### src/shared/acl_pkg.sv
// package of constants for the filter_entry match block
// assumes: single 100 MHz clock, APB register access
// Functional notes
// - source port don't-care ignores frame source port
// - single source mode: 16-bit value, match on equality
// - range source mode: match when source port lies in range
// - destination port don't-care ignores frame destination port
// - single destination mode: 16-bit value, match on equality
// - range destination mode: match when destination port in range
// - FIN criterion: must be clear, must be set, or ignored
// - SYN criterion: must be clear, must be set, or ignored
// - RST criterion: must be clear, must be set, or ignored
// - PSH criterion: must be clear, must be set, or ignored
// - ACK criterion: must be clear, must be set, or ignored
// - URG criterion: must be clear, must be set, or ignored
// - EtherType criterion used only for EtherType frame class entries
// - EtherType don't-care ignores frame EtherType
// - single EtherType value 0x600..0xFFFF, match on equality; the code also refuses 0x0800, 0x0806 and 0x86DD
// - port and flag criteria apply only to TCP or UDP entries; the code applies the flag criteria to TCP entries only
`default_nettype none
package acl_pkg;
  // register byte addresses
  localparam logic [11:0] ACL_CTRL_ADDR  = 12'h000;
  localparam logic [11:0] ACL_SPORT_ADDR = 12'h004;
  localparam logic [11:0] ACL_DPORT_ADDR = 12'h008;
  localparam logic [11:0] ACL_FLAGS_ADDR = 12'h00C;
  localparam logic [11:0] ACL_ETYPE_ADDR = 12'h010;
  localparam logic [11:0] ACL_STAT_ADDR  = 12'h014;
  localparam logic [11:0] ACL_HITS_ADDR  = 12'h018;
  // control field positions
  localparam int ACL_CTRL_CLASS_LSB = 0;  // 2 bits
  localparam int ACL_CTRL_SMODE_LSB = 4;  // 2 bits
  localparam int ACL_CTRL_DMODE_LSB = 6;  // 2 bits
  localparam int ACL_CTRL_EMODE_LSB = 8;  // 1 bit
  localparam int ACL_CTRL_EN_LSB    = 31;
  // flag criteria: two bits per flag, fin at bit 0
  localparam int ACL_NFLAGS = 6;
  // ethertype limits and forbidden codes
  localparam logic [15:0] ACL_ETYPE_MIN  = 16'h0600;
  localparam logic [15:0] ACL_ETYPE_IPV4 = 16'h0800;
  localparam logic [15:0] ACL_ETYPE_ARP  = 16'h0806;
  localparam logic [15:0] ACL_ETYPE_IPV6 = 16'h86DD;
  // reset values
  localparam logic [31:0] ACL_CTRL_RST  = 32'h0000_0000;
  localparam logic [31:0] ACL_FLAGS_RST = 32'h0000_0AAA;
  localparam logic [15:0] ACL_ETYPE_RST = 16'h0600;
  typedef enum logic [1:0] {
    ACL_PMODE_ANY, ACL_PMODE_ONE, ACL_PMODE_RANGE, ACL_PMODE_RSVD
  } acl_pmode_t;
  typedef enum logic [1:0] {
    ACL_FLAG_ZERO, ACL_FLAG_ONE, ACL_FLAG_ANY, ACL_FLAG_ANY2
  } acl_flag_t;
  typedef enum logic [1:0] {
    ACL_CLASS_ANY, ACL_CLASS_ETYPE, ACL_CLASS_TCP, ACL_CLASS_UDP
  } acl_class_t;
endpackage
`default_nettype wire

### src/rtl/acl_entry_match.sv
// match logic for one filter_entry with its APB registers
// assumes: frame fields valid in the cycle frm_valid is high
`default_nettype none
module acl_entry_match (
  // clock and reset
  input  wire logic        clk_sys,
  input  wire logic        reset,
  // apb slave
  input  wire logic        psel,
  input  wire logic        penable,
  input  wire logic        pwrite,
  input  wire logic [11:0] paddr,
  input  wire logic [31:0] pwdata,
  output logic [31:0]      prdata,
  output logic             pready,
  output logic             pslverr,
  // frame from classification
  input  wire logic        frm_valid,
  input  wire logic        frm_is_etype,
  input  wire logic        frm_is_tcp,
  input  wire logic        frm_is_udp,
  input  wire logic [15:0] frm_sport,
  input  wire logic [15:0] frm_dport,
  input  wire logic [5:0]  frm_flags,
  input  wire logic [15:0] frm_etype,
  // result
  output logic             match_valid,
  output logic             match_hit
);
  import acl_pkg::*;

  // ****************************************
  // state
  // ****************************************
  typedef struct packed {
    logic [31:0] ctrl;
    logic [31:0] sport;
    logic [31:0] dport;
    logic [11:0] flags;
    logic [15:0] etype;
    logic        rej;
    logic [31:0] hits;
    logic [31:0] rdata;
    logic        ready;
    logic        err;
    logic        mvalid;
    logic        mhit;
  } acl_state_t;

  acl_state_t s_q, s_d;

  logic       sp_hit, dp_hit;
  logic [5:0] fl_ok;
  logic       wr_acc, rd_acc, cls_tcp, cls_udp, l4_ok, et_ok, all_ok;
  logic       cls_et;

  acl_port_cmp u_src (
    .mode    (s_q.ctrl[ACL_CTRL_SMODE_LSB +: 2]),
    .lo      (s_q.sport[15:0]),
    .hi      (s_q.sport[31:16]),
    .port_in (frm_sport),
    .hit     (sp_hit)
  );
  acl_port_cmp u_dst (
    .mode    (s_q.ctrl[ACL_CTRL_DMODE_LSB +: 2]),
    .lo      (s_q.dport[15:0]),
    .hi      (s_q.dport[31:16]),
    .port_in (frm_dport),
    .hit     (dp_hit)
  );

  // ****************************************
  // flag criteria, fin syn rst psh ack urg
  // ****************************************
  genvar g;
  generate
    for (g = 0; g < ACL_NFLAGS; g++) begin : g_flag
      assign fl_ok[g] = s_q.flags[2*g+1] ||
                        (s_q.flags[2*g] == frm_flags[g]);
    end
  endgenerate

  always_comb begin
    cls_et  = s_q.ctrl[ACL_CTRL_CLASS_LSB +: 2] == ACL_CLASS_ETYPE;
    cls_tcp = s_q.ctrl[ACL_CTRL_CLASS_LSB +: 2] == ACL_CLASS_TCP;
    cls_udp = s_q.ctrl[ACL_CTRL_CLASS_LSB +: 2] == ACL_CLASS_UDP;
    // l4 criteria only for tcp/udp entries, flags only for tcp
    l4_ok = 1'b1;
    if (cls_tcp) begin
      l4_ok = frm_is_tcp && sp_hit && dp_hit && (&fl_ok);
    end else if (cls_udp) begin
      l4_ok = frm_is_udp && sp_hit && dp_hit;
    end
    // ethertype only checked for ethertype class
    et_ok = 1'b1;
    if (cls_et) begin
      et_ok = frm_is_etype && (!s_q.ctrl[ACL_CTRL_EMODE_LSB] ||
                               frm_etype == s_q.etype);
    end
    all_ok = l4_ok && et_ok && s_q.ctrl[ACL_CTRL_EN_LSB];
  end

  // ****************************************
  // next state
  // ****************************************
  always_comb begin
    s_d        = s_q;
    wr_acc     = psel && penable && pwrite && !s_q.ready;
    rd_acc     = psel && penable && !pwrite && !s_q.ready;
    s_d.ready  = psel && penable && !s_q.ready;
    s_d.err    = 1'b0;
    s_d.mvalid = frm_valid;
    s_d.mhit   = frm_valid && all_ok;
    if (frm_valid && all_ok) begin
      s_d.hits = s_q.hits + 32'h0000_0001;
    end
    if (wr_acc) begin
      if (paddr == ACL_CTRL_ADDR) begin
        s_d.ctrl = pwdata;
      end else if (paddr == ACL_SPORT_ADDR) begin
        s_d.sport = pwdata;
      end else if (paddr == ACL_DPORT_ADDR) begin
        s_d.dport = pwdata;
      end else if (paddr == ACL_FLAGS_ADDR) begin
        s_d.flags = pwdata[11:0];
      end else if (paddr == ACL_ETYPE_ADDR) begin
        // out-of-range or reserved codes refused, old value kept
        if (pwdata[15:0] < ACL_ETYPE_MIN || pwdata[15:0] == ACL_ETYPE_IPV4
            || pwdata[15:0] == ACL_ETYPE_ARP
            || pwdata[15:0] == ACL_ETYPE_IPV6) begin
          s_d.rej = 1'b1;
          s_d.err = 1'b1;
        end else begin
          s_d.etype = pwdata[15:0];
          s_d.rej   = 1'b0;
        end
      end else if (paddr == ACL_HITS_ADDR) begin
        s_d.hits = 32'h0000_0000;
      end else if (paddr != ACL_STAT_ADDR) begin
        s_d.err = 1'b1;
      end
    end
    if (rd_acc) begin
      s_d.rdata = 32'h0000_0000;
      if (paddr == ACL_CTRL_ADDR) begin
        s_d.rdata = s_q.ctrl;
      end else if (paddr == ACL_SPORT_ADDR) begin
        s_d.rdata = s_q.sport;
      end else if (paddr == ACL_DPORT_ADDR) begin
        s_d.rdata = s_q.dport;
      end else if (paddr == ACL_FLAGS_ADDR) begin
        s_d.rdata = {20'h00000, s_q.flags};
      end else if (paddr == ACL_ETYPE_ADDR) begin
        s_d.rdata = {16'h0000, s_q.etype};
      end else if (paddr == ACL_STAT_ADDR) begin
        s_d.rdata = {30'h0, s_q.rej, s_q.mhit};
      end else if (paddr == ACL_HITS_ADDR) begin
        s_d.rdata = s_q.hits;
      end else begin
        s_d.err = 1'b1;
      end
    end
  end

  always_ff @(posedge clk_sys or posedge reset) begin
    if (reset) begin
      s_q <= '{ctrl: ACL_CTRL_RST, sport: 32'h0000_0000,
               dport: 32'h0000_0000, flags: ACL_FLAGS_RST[11:0],
               etype: ACL_ETYPE_RST, default: '0};
    end else begin
      s_q <= s_d;
    end
  end

  assign prdata      = s_q.rdata;
  assign pready      = s_q.ready;
  assign pslverr     = s_q.err;
  assign match_valid = s_q.mvalid;
  assign match_hit   = s_q.mhit;

  // ****************************************
  // checks
  // ****************************************
  a_hit_valid: assert property (@(posedge clk_sys) disable iff (reset)
    match_hit |-> match_valid) else $error("hit without valid");
  a_dis_nohit: assert property (@(posedge clk_sys) disable iff (reset)
    !s_q.ctrl[ACL_CTRL_EN_LSB] && $stable(s_q.ctrl) |=> !match_hit)
    else $error("disabled entry hit");
  a_src_one: assert property (@(posedge clk_sys) disable iff (reset)
    frm_valid && cls_tcp && s_q.ctrl[5:4] == 2'b01
      && frm_sport != s_q.sport[15:0] |=> !match_hit)
    else $error("single source mismatch hit");
  a_src_range: assert property (@(posedge clk_sys) disable iff (reset)
    frm_valid && cls_udp && s_q.ctrl[5:4] == 2'b10
      && frm_sport > s_q.sport[31:16] |=> !match_hit)
    else $error("source above range hit");
  a_dst_range: assert property (@(posedge clk_sys) disable iff (reset)
    frm_valid && cls_udp && s_q.ctrl[7:6] == 2'b10
      && frm_dport < s_q.dport[15:0] |=> !match_hit)
    else $error("destination below range hit");
  a_dst_one: assert property (@(posedge clk_sys) disable iff (reset)
    frm_valid && cls_tcp && s_q.ctrl[7:6] == 2'b01
      && frm_dport != s_q.dport[15:0] |=> !match_hit)
    else $error("single destination mismatch hit");
  a_fin_zero: assert property (@(posedge clk_sys) disable iff (reset)
    frm_valid && cls_tcp && s_q.flags[1:0] == 2'b00 && frm_flags[0]
      |=> !match_hit) else $error("fin zero hit");
  a_urg_one: assert property (@(posedge clk_sys) disable iff (reset)
    frm_valid && cls_tcp && s_q.flags[11:10] == 2'b01 && !frm_flags[5]
      |=> !match_hit) else $error("urg one hit");
  a_etype_val: assert property (@(posedge clk_sys) disable iff (reset)
    frm_valid && cls_et && s_q.ctrl[8] && frm_etype != s_q.etype
      |=> !match_hit) else $error("ethertype mismatch hit");
  a_etype_rej: assert property (@(posedge clk_sys) disable iff (reset)
    wr_acc && paddr == ACL_ETYPE_ADDR && pwdata[15:0] == ACL_ETYPE_IPV4
      |=> pslverr && $stable(s_q.etype)) else $error("ipv4 code taken");
  a_apb_ready: assert property (@(posedge clk_sys) disable iff (reset)
    psel && penable && !pready |=> pready) else $error("apb stalled");
  a_err_ready: assert property (@(posedge clk_sys) disable iff (reset)
    pslverr |-> pready) else $error("error without ready");
  a_bad_addr: assert property (@(posedge clk_sys) disable iff (reset)
    psel && penable && !pready && paddr > ACL_HITS_ADDR |=> pslverr)
    else $error("unmapped access accepted");
  a_hit_cnt: assert property (@(posedge clk_sys) disable iff (reset)
    frm_valid && all_ok && !(wr_acc && paddr == ACL_HITS_ADDR)
      |=> s_q.hits == $past(s_q.hits) + 32'h0000_0001)
    else $error("hit not counted");
  a_hits_clr: assert property (@(posedge clk_sys) disable iff (reset)
    wr_acc && paddr == ACL_HITS_ADDR |=> s_q.hits == 32'h0000_0000)
    else $error("hit counter not cleared");
  a_valid_lat: assert property (@(posedge clk_sys) disable iff (reset)
    frm_valid |=> match_valid) else $error("result missing");
  a_valid_idle: assert property (@(posedge clk_sys) disable iff (reset)
    !frm_valid |=> !match_valid) else $error("result without frame");

  // ****************************************
  // per-criterion checks
  // ****************************************
  // flag checks only look at tcp entries, where flags take part
  a_fin_one: assert property (@(posedge clk_sys) disable iff (reset)
    frm_valid && cls_tcp && s_q.flags[1:0] == 2'b01 && !frm_flags[0]
      |=> !match_hit) else $error("fin one hit");
  a_syn_zero: assert property (@(posedge clk_sys) disable iff (reset)
    frm_valid && cls_tcp && s_q.flags[3:2] == 2'b00 && frm_flags[1]
      |=> !match_hit) else $error("syn zero hit");
  a_syn_one: assert property (@(posedge clk_sys) disable iff (reset)
    frm_valid && cls_tcp && s_q.flags[3:2] == 2'b01 && !frm_flags[1]
      |=> !match_hit) else $error("syn one hit");
  a_rst_zero: assert property (@(posedge clk_sys) disable iff (reset)
    frm_valid && cls_tcp && s_q.flags[5:4] == 2'b00 && frm_flags[2]
      |=> !match_hit) else $error("rst zero hit");
  a_rst_one: assert property (@(posedge clk_sys) disable iff (reset)
    frm_valid && cls_tcp && s_q.flags[5:4] == 2'b01 && !frm_flags[2]
      |=> !match_hit) else $error("rst one hit");
  a_psh_zero: assert property (@(posedge clk_sys) disable iff (reset)
    frm_valid && cls_tcp && s_q.flags[7:6] == 2'b00 && frm_flags[3]
      |=> !match_hit) else $error("psh zero hit");
  a_psh_one: assert property (@(posedge clk_sys) disable iff (reset)
    frm_valid && cls_tcp && s_q.flags[7:6] == 2'b01 && !frm_flags[3]
      |=> !match_hit) else $error("psh one hit");
  a_ack_zero: assert property (@(posedge clk_sys) disable iff (reset)
    frm_valid && cls_tcp && s_q.flags[9:8] == 2'b00 && frm_flags[4]
      |=> !match_hit) else $error("ack zero hit");
  a_ack_one: assert property (@(posedge clk_sys) disable iff (reset)
    frm_valid && cls_tcp && s_q.flags[9:8] == 2'b01 && !frm_flags[4]
      |=> !match_hit) else $error("ack one hit");
  a_urg_zero: assert property (@(posedge clk_sys) disable iff (reset)
    frm_valid && cls_tcp && s_q.flags[11:10] == 2'b00 && frm_flags[5]
      |=> !match_hit) else $error("urg zero hit");
  a_tcp_class: assert property (@(posedge clk_sys) disable iff (reset)
    frm_valid && cls_tcp && !frm_is_tcp |=> !match_hit)
    else $error("non-tcp frame hit tcp entry");
  a_udp_class: assert property (@(posedge clk_sys) disable iff (reset)
    frm_valid && cls_udp && !frm_is_udp |=> !match_hit)
    else $error("non-udp frame hit udp entry");
  a_et_class: assert property (@(posedge clk_sys) disable iff (reset)
    frm_valid && cls_et && !frm_is_etype |=> !match_hit)
    else $error("non-ethertype frame hit");
  a_et_any: assert property (@(posedge clk_sys) disable iff (reset)
    frm_valid && cls_et && frm_is_etype && !s_q.ctrl[8]
      && s_q.ctrl[31] |=> match_hit) else $error("ethertype any missed");
  a_any_class: assert property (@(posedge clk_sys) disable iff (reset)
    frm_valid && s_q.ctrl[1:0] == 2'b00 && s_q.ctrl[31] |=> match_hit)
    else $error("class any missed");
  a_src_any: assert property (@(posedge clk_sys) disable iff (reset)
    frm_valid && cls_udp && frm_is_udp && s_q.ctrl[5:4] == 2'b00
      && dp_hit && s_q.ctrl[31] |=> match_hit)
    else $error("source any missed");
  a_dst_any: assert property (@(posedge clk_sys) disable iff (reset)
    frm_valid && cls_udp && frm_is_udp && s_q.ctrl[7:6] == 2'b00
      && sp_hit && s_q.ctrl[31] |=> match_hit)
    else $error("destination any missed");
  a_src_low: assert property (@(posedge clk_sys) disable iff (reset)
    frm_valid && cls_tcp && s_q.ctrl[5:4] == 2'b10
      && frm_sport < s_q.sport[15:0] |=> !match_hit)
    else $error("source below range hit");
  a_dst_high: assert property (@(posedge clk_sys) disable iff (reset)
    frm_valid && cls_tcp && s_q.ctrl[7:6] == 2'b10
      && frm_dport > s_q.dport[31:16] |=> !match_hit)
    else $error("destination above range hit");
  // bounds themselves must hit, only for a well-formed range
  a_src_edge: assert property (@(posedge clk_sys) disable iff (reset)
    s_q.ctrl[5:4] == 2'b10 && s_q.sport[15:0] <= s_q.sport[31:16]
      && (frm_sport == s_q.sport[15:0] || frm_sport == s_q.sport[31:16])
      |-> sp_hit) else $error("source range bound missed");
  a_dst_edge: assert property (@(posedge clk_sys) disable iff (reset)
    s_q.ctrl[7:6] == 2'b10 && s_q.dport[15:0] <= s_q.dport[31:16]
      && (frm_dport == s_q.dport[15:0] || frm_dport == s_q.dport[31:16])
      |-> dp_hit) else $error("destination range bound missed");
  a_src_never: assert property (@(posedge clk_sys) disable iff (reset)
    frm_valid && cls_udp && s_q.ctrl[5:4] == 2'b11 |=> !match_hit)
    else $error("reserved source mode hit");
  c_src_edge: cover property (@(posedge clk_sys)
    frm_valid && s_q.ctrl[5:4] == 2'b10 && frm_sport == s_q.sport[31:16]);
  c_tcp_hit: cover property (@(posedge clk_sys) cls_tcp && match_hit);
  c_udp_hit: cover property (@(posedge clk_sys) cls_udp && match_hit);
  c_et_hit: cover property (@(posedge clk_sys) cls_et && match_hit);
  c_rej: cover property (@(posedge clk_sys) s_q.rej);
endmodule
`default_nettype wire

### src/rtl/acl_port_cmp.sv
// one port criterion: don't-care, single value or inclusive range
// assumes: combinational inputs, result registered by the caller
`default_nettype none
module acl_port_cmp (
  // criterion
  input  wire logic [1:0]  mode,
  input  wire logic [15:0] lo,
  input  wire logic [15:0] hi,
  // frame field
  input  wire logic [15:0] port_in,
  // result
  output logic             hit
);
  import acl_pkg::*;
  always_comb begin
    case (acl_pmode_t'(mode))
      ACL_PMODE_ONE:   hit = (port_in == lo);
      ACL_PMODE_RANGE: hit = (port_in >= lo) && (port_in <= hi);
      ACL_PMODE_ANY:   hit = 1'b1;
      default:         hit = 1'b0;
    endcase
  end
endmodule
`default_nettype wire

### config.mk
export PLATFORM = sky130hd
export DESIGN_NAME = acl_entry_match
export DESIGN_NICKNAME = d
export VERILOG_FILES = /design/src/shared/acl_pkg.sv /design/src/rtl/acl_entry_match.sv /design/src/rtl/acl_port_cmp.sv
export SDC_FILE = /design/constraint.sdc
export NUM_CORES = 1
export LEC_CHECK = 0
export BUFFER_PORTS_ARGS = -buffer_cell sky130_fd_sc_hd__buf_2
export CAP_MARGIN = 20
export CORE_MARGIN = 10
export CORE_UTILIZATION = 50
export DETAILED_ROUTE_END_ITERATION = 16
export PLACE_DENSITY = 0.74
export SETUP_SLACK_MARGIN = 0.4
export SLEW_MARGIN = 25
export SYNTH_ARGS = -nofsm -noshare
export SYNTH_HDL_FRONTEND = slang
export SYNTH_SLANG_ARGS = --single-unit
### constraint.sdc
create_clock -name clk_sys -period 7.1 [get_ports clk_sys]
set_input_delay 1.065 -clock clk_sys [delete_from_list [all_inputs] [get_ports clk_sys]]
set_output_delay 1.065 -clock clk_sys [all_outputs]
set_load 0.02 [all_outputs]
==> results.txt <==
* Number of flops mapped to enable cells by yosys: 0
* Sequential power share: 48.5%
* Estimated wirelength of the detail-placed design: 24100 um
- Number of buffers added on ports: 142
- Post-synthesis area per instance: 9.62 um^2
- Across the VDD grid, the largest voltage drop is ~0.16 mV.
- Measured on the finished design, the core utilization comes to ~57%.
- First-pass GRT wire length: about 51000 um
- Setup violations remaining at the end of the flow were counted as 0.
- Area post-placement: roughly 11000 um^2
* Min-Delay Path Class: register to register
- Max clock buf depth: 2
* WS Path Type: input pin to register
- Once the floorplan was initialized, standard cells occupied 50.5% of the core.
- Combined area of all synthesized cells: 10600 um^2
- Entering global routing, the biggest net connects approximately 130 pins.
- The synthesized netlist contains 51 unique library cells.
- Cell-by-cell listing of the critical path: buf_2 -> ha_1 -> nand4_1 -> or4_1 -> or4_1 -> o211ai_1 -> a41o_1 -> a31oi_2 -> buf_4 -> or4_1 -> a21oi_1
* CTS hold repair buffers: 0
- Min Clock Period, post-route: between 3 and 4 ns
* Switching power total: 664 uW
* Post-synth top flop: sky130_fd_sc_hd__dfrtp_1
- Required time of the worst setup path: 7.46 ns
- Vias in the first global route: 8936
- The number of gates resized after CTS was 0.
* Most used cells in the layout excluding fill and tap cells: 185 x sky130_fd_sc_hd__dfrtp_1, 142 x sky130_fd_sc_hd__buf_2, 139 x sky130_fd_sc_hd__nand2_1
* Clk Latency, worst-skew pair: 0.44 ns
* Met2 global-route usage: 39.2%
- 143 I/O pins were placed.
* Vias: roughly 9000
* Number of antenna violations at the first check in global routing: 2
* Gate power share: 10.2%
- Hold Fails Final Rpt: 0
- Final nets: 1358
- Crit path max-delay cell type: sky130_fd_sc_hd__or4_1
- The number of nets in the synthesized netlist is 1269.
- Along the worst path, the maximum fanout reaches 49.
- Data on the critical path arrives at its endpoint at approximately 4.2 ns.
- Setup repair after global routing missed its margin: false
- For this run, the number of Yosys warnings is 0.
- Core Box Area: 20900 um^2
* Post-Layout Inst Area: approximately 12000 um^2
- Sequential-to-total area share from yosys stat: a little under half
* Share of post-route cells with drive strength above 1: 22.2%
* Number of iterations in the first detailed-routing pass: 7
- On the worst path, the slowest cell contributes a delay of 0.56 ns.
- # clock sinks: 193
* Routability congestion estimate from global placement: 0.938
* TritonCTS clock tree: built
* Leading cell type in the layout, fill and taps excluded: sky130_fd_sc_hd__dfrtp_1
- Die Area: between 20000 and 30000 um^2
* Most numerous cell on the critical path: sky130_fd_sc_hd__or4_1
- Buffers added to address setup during post-CTS repair amount to 0.
* Global route overflow: 0
- Share of flip-flops with an asynchronous set or reset after synthesis: 100%
* GR Util met1: between 30% and 40%
- Measured along the y axis, the die boundary spans 165 um.
- The H-tree generated during clock tree synthesis spans 4 levels.
* Root buffer selected by CTS: sky130_fd_sc_hd__clkbuf_16
- The worst path uses a little over half of the clock period.
- From synthesis to final layout, the design area changed by 12.7%.
* Most crowded layer after global routing: met2
* Critical Path End Type: register
- In this run the power density over the cells is about 200 nW/um^2.
* Number of design-rule violations left by the first detailed-router iteration: 1080
* Clock share of power: 41.3%
* Yosys reg bits: 193
* Critical Path Source Type: input pin
- Max-cap violations in this run came to 0.
* Internal portion of total power: 1720 uW
- Across every metal layer, demand over resource in global routing totals 24.4%.
- After clock tree synthesis, the clock-pin slew on the worst setup and hold paths is 0.08 ns.
- The worst pin sits at a relative slew slack of 35.2%.
- Number of remaining DRC errors: 0
- The initialized floorplan defines 53 standard-cell rows.
- Post-Synthesis Cells: 1097
- Leak pwr: about 0.0056 uW
* Outcome: completed
- For the pin with the worst max-slew slack, the measured transition is just under 1 ns.
* Final-layout setup total negative slack: 0 ns
- Met3 routing resource usage after global routing: 6.82%
- For the final database, setup skew stands at 0.0115 ns.
* Switching Fraction: 27.8%
- Static timing analysis puts the maximum clock frequency at approximately 260 MHz.
- The routed design has 32900 um of wire.
* CTS buffer count: 17
* Routed wirelength normalized by instance count: ~22 um
* Post-route ant nets: 0
- After detailed routing, the number of vias per cell comes to 6.11.
- Measured along the x axis, the die boundary spans approximately 170 um.
- Counting the fill cells in the layout gives 1865.
- The count of pins over their slew limit came to 0.
==> synthesized netlist by cell type (12+ instances only) <==
master | n | area, um^2
sky130_fd_sc_hd__dfrtp_1 | 185 | 4630
sky130_fd_sc_hd__nand2_1 | 139 | 522
sky130_fd_sc_hd__o21ai_0 | 83 | 415
sky130_fd_sc_hd__a21oi_1 | 79 | 395
sky130_fd_sc_hd__inv_1 | 76 | 285
sky130_fd_sc_hd__ha_1 | 65 | 813
sky130_fd_sc_hd__mux2_2 | 61 | 687
sky130_fd_sc_hd__nor2_1 | 54 | 203
sky130_fd_sc_hd__clkbuf_1 | 49 | 184
sky130_fd_sc_hd__buf_4 | 32 | 240
sky130_fd_sc_hd__a222oi_1 | 30 | 300
sky130_fd_sc_hd__nand4_1 | 30 | 188
sky130_fd_sc_hd__xnor2_1 | 24 | 210
sky130_fd_sc_hd__a31oi_1 | 20 | 125
sky130_fd_sc_hd__nand3_1 | 17 | 85.1
sky130_fd_sc_hd__a221oi_1 | 14 | 123
sky130_fd_sc_hd__o31ai_1 | 13 | 97.6
sky130_fd_sc_hd__or4_1 | 13 | 97.6
sky130_fd_sc_hd__nor4_1 | 12 | 75.1
==> critical path, delay by kind of cell <==
kind,cells,cell delay (ns)
AO/OA/AOI/OAI,4,0.62
adder cells (fa/ha/maj),1,0.33
buffers and inverters,2,0.39
AND/OR/NAND/NOR,4,1.76
==> power groups by stage <==
stage               Clock, uW  Sequential (uW)  Combinational [uW]
global route             1040             1160                 268
finish                    986             1160                 244
CTS                       995             1160                 247
floorplan                   0             1170                 178
global placement            0             1180                 243
detailed placement          0             1180                 246
==> state kept, by name (all words and copies together), names as in the netlist <==
register / count
pslverr: 1
prdata: 32
s_q: 157
match_valid: 1
pready: 1
match_hit: 1
==> logic make-up after synthesis <==
logic type	Yosys count	share of synthesized area (%)
AND/OR/NAND/NOR	317	14.5
AO/OA/AOI/OAI	274	16.2
flip-flops	193	45.8
buffers and inverters	160	6.97
adder cells (fa/ha/maj)	65	7.70
multiplexers	64	6.79
XOR/XNOR	24	1.99
==> routing by layer <==
layer	up-vias	wire, um
li1	4126	-
met1	4401	12900
met2	429	15600
met3	55	3440
met4	0	933
met5	-	0
==> worst paths after layout <==
path	cells past startpoint	slack, ns	end	startpoint
max	11	3.27	s_q[57]	frm_sport[14]
min	2	0.50	s_q[96]	s_q[96]
max reg2reg	11	3.52	s_q[57]	s_q[144]
min reg2reg	2	0.50	s_q[96]	s_q[96]
max in group asynchronous	3	4.86	s_q[135]	reset
min in group asynchronous	2	0.82	prdata[19]	reset
==> layout make-up <==
cell class / count / area, um^2 / area share (%)
multi-input combinational: 744 / 5030 / 42.3
inverter: 77 / 297 / 2.49
timing repair buffer: 153 / 793 / 6.67
tap: 275 / 344 / 2.89
clock buffer: 18 / 429 / 3.61
sequential: 193 / 4840 / 40.7
clock inverter: 14 / 164 / 1.38
antenna: 2 / 5.00 / 0.0421
==> metrics by stage <==
stage | hold WS [ns] | total power [uW] | worst slack [ns] | cells
after floorplan | 0.445 | 1350 | 0.793 | 1097
after detailed placement | 0.484 | 1420 | 2.92 | 1442
final | 0.495 | 2390 | 3.27 | 1476
after CTS | 0.494 | 2400 | 3.35 | 1474
after global routing | 0.522 | 2470 | 3.20 | 1474
after global placement | 0.467 | 1420 | 3.01 | 1442
No activity file was read; power rests on OpenSTA's default activity.
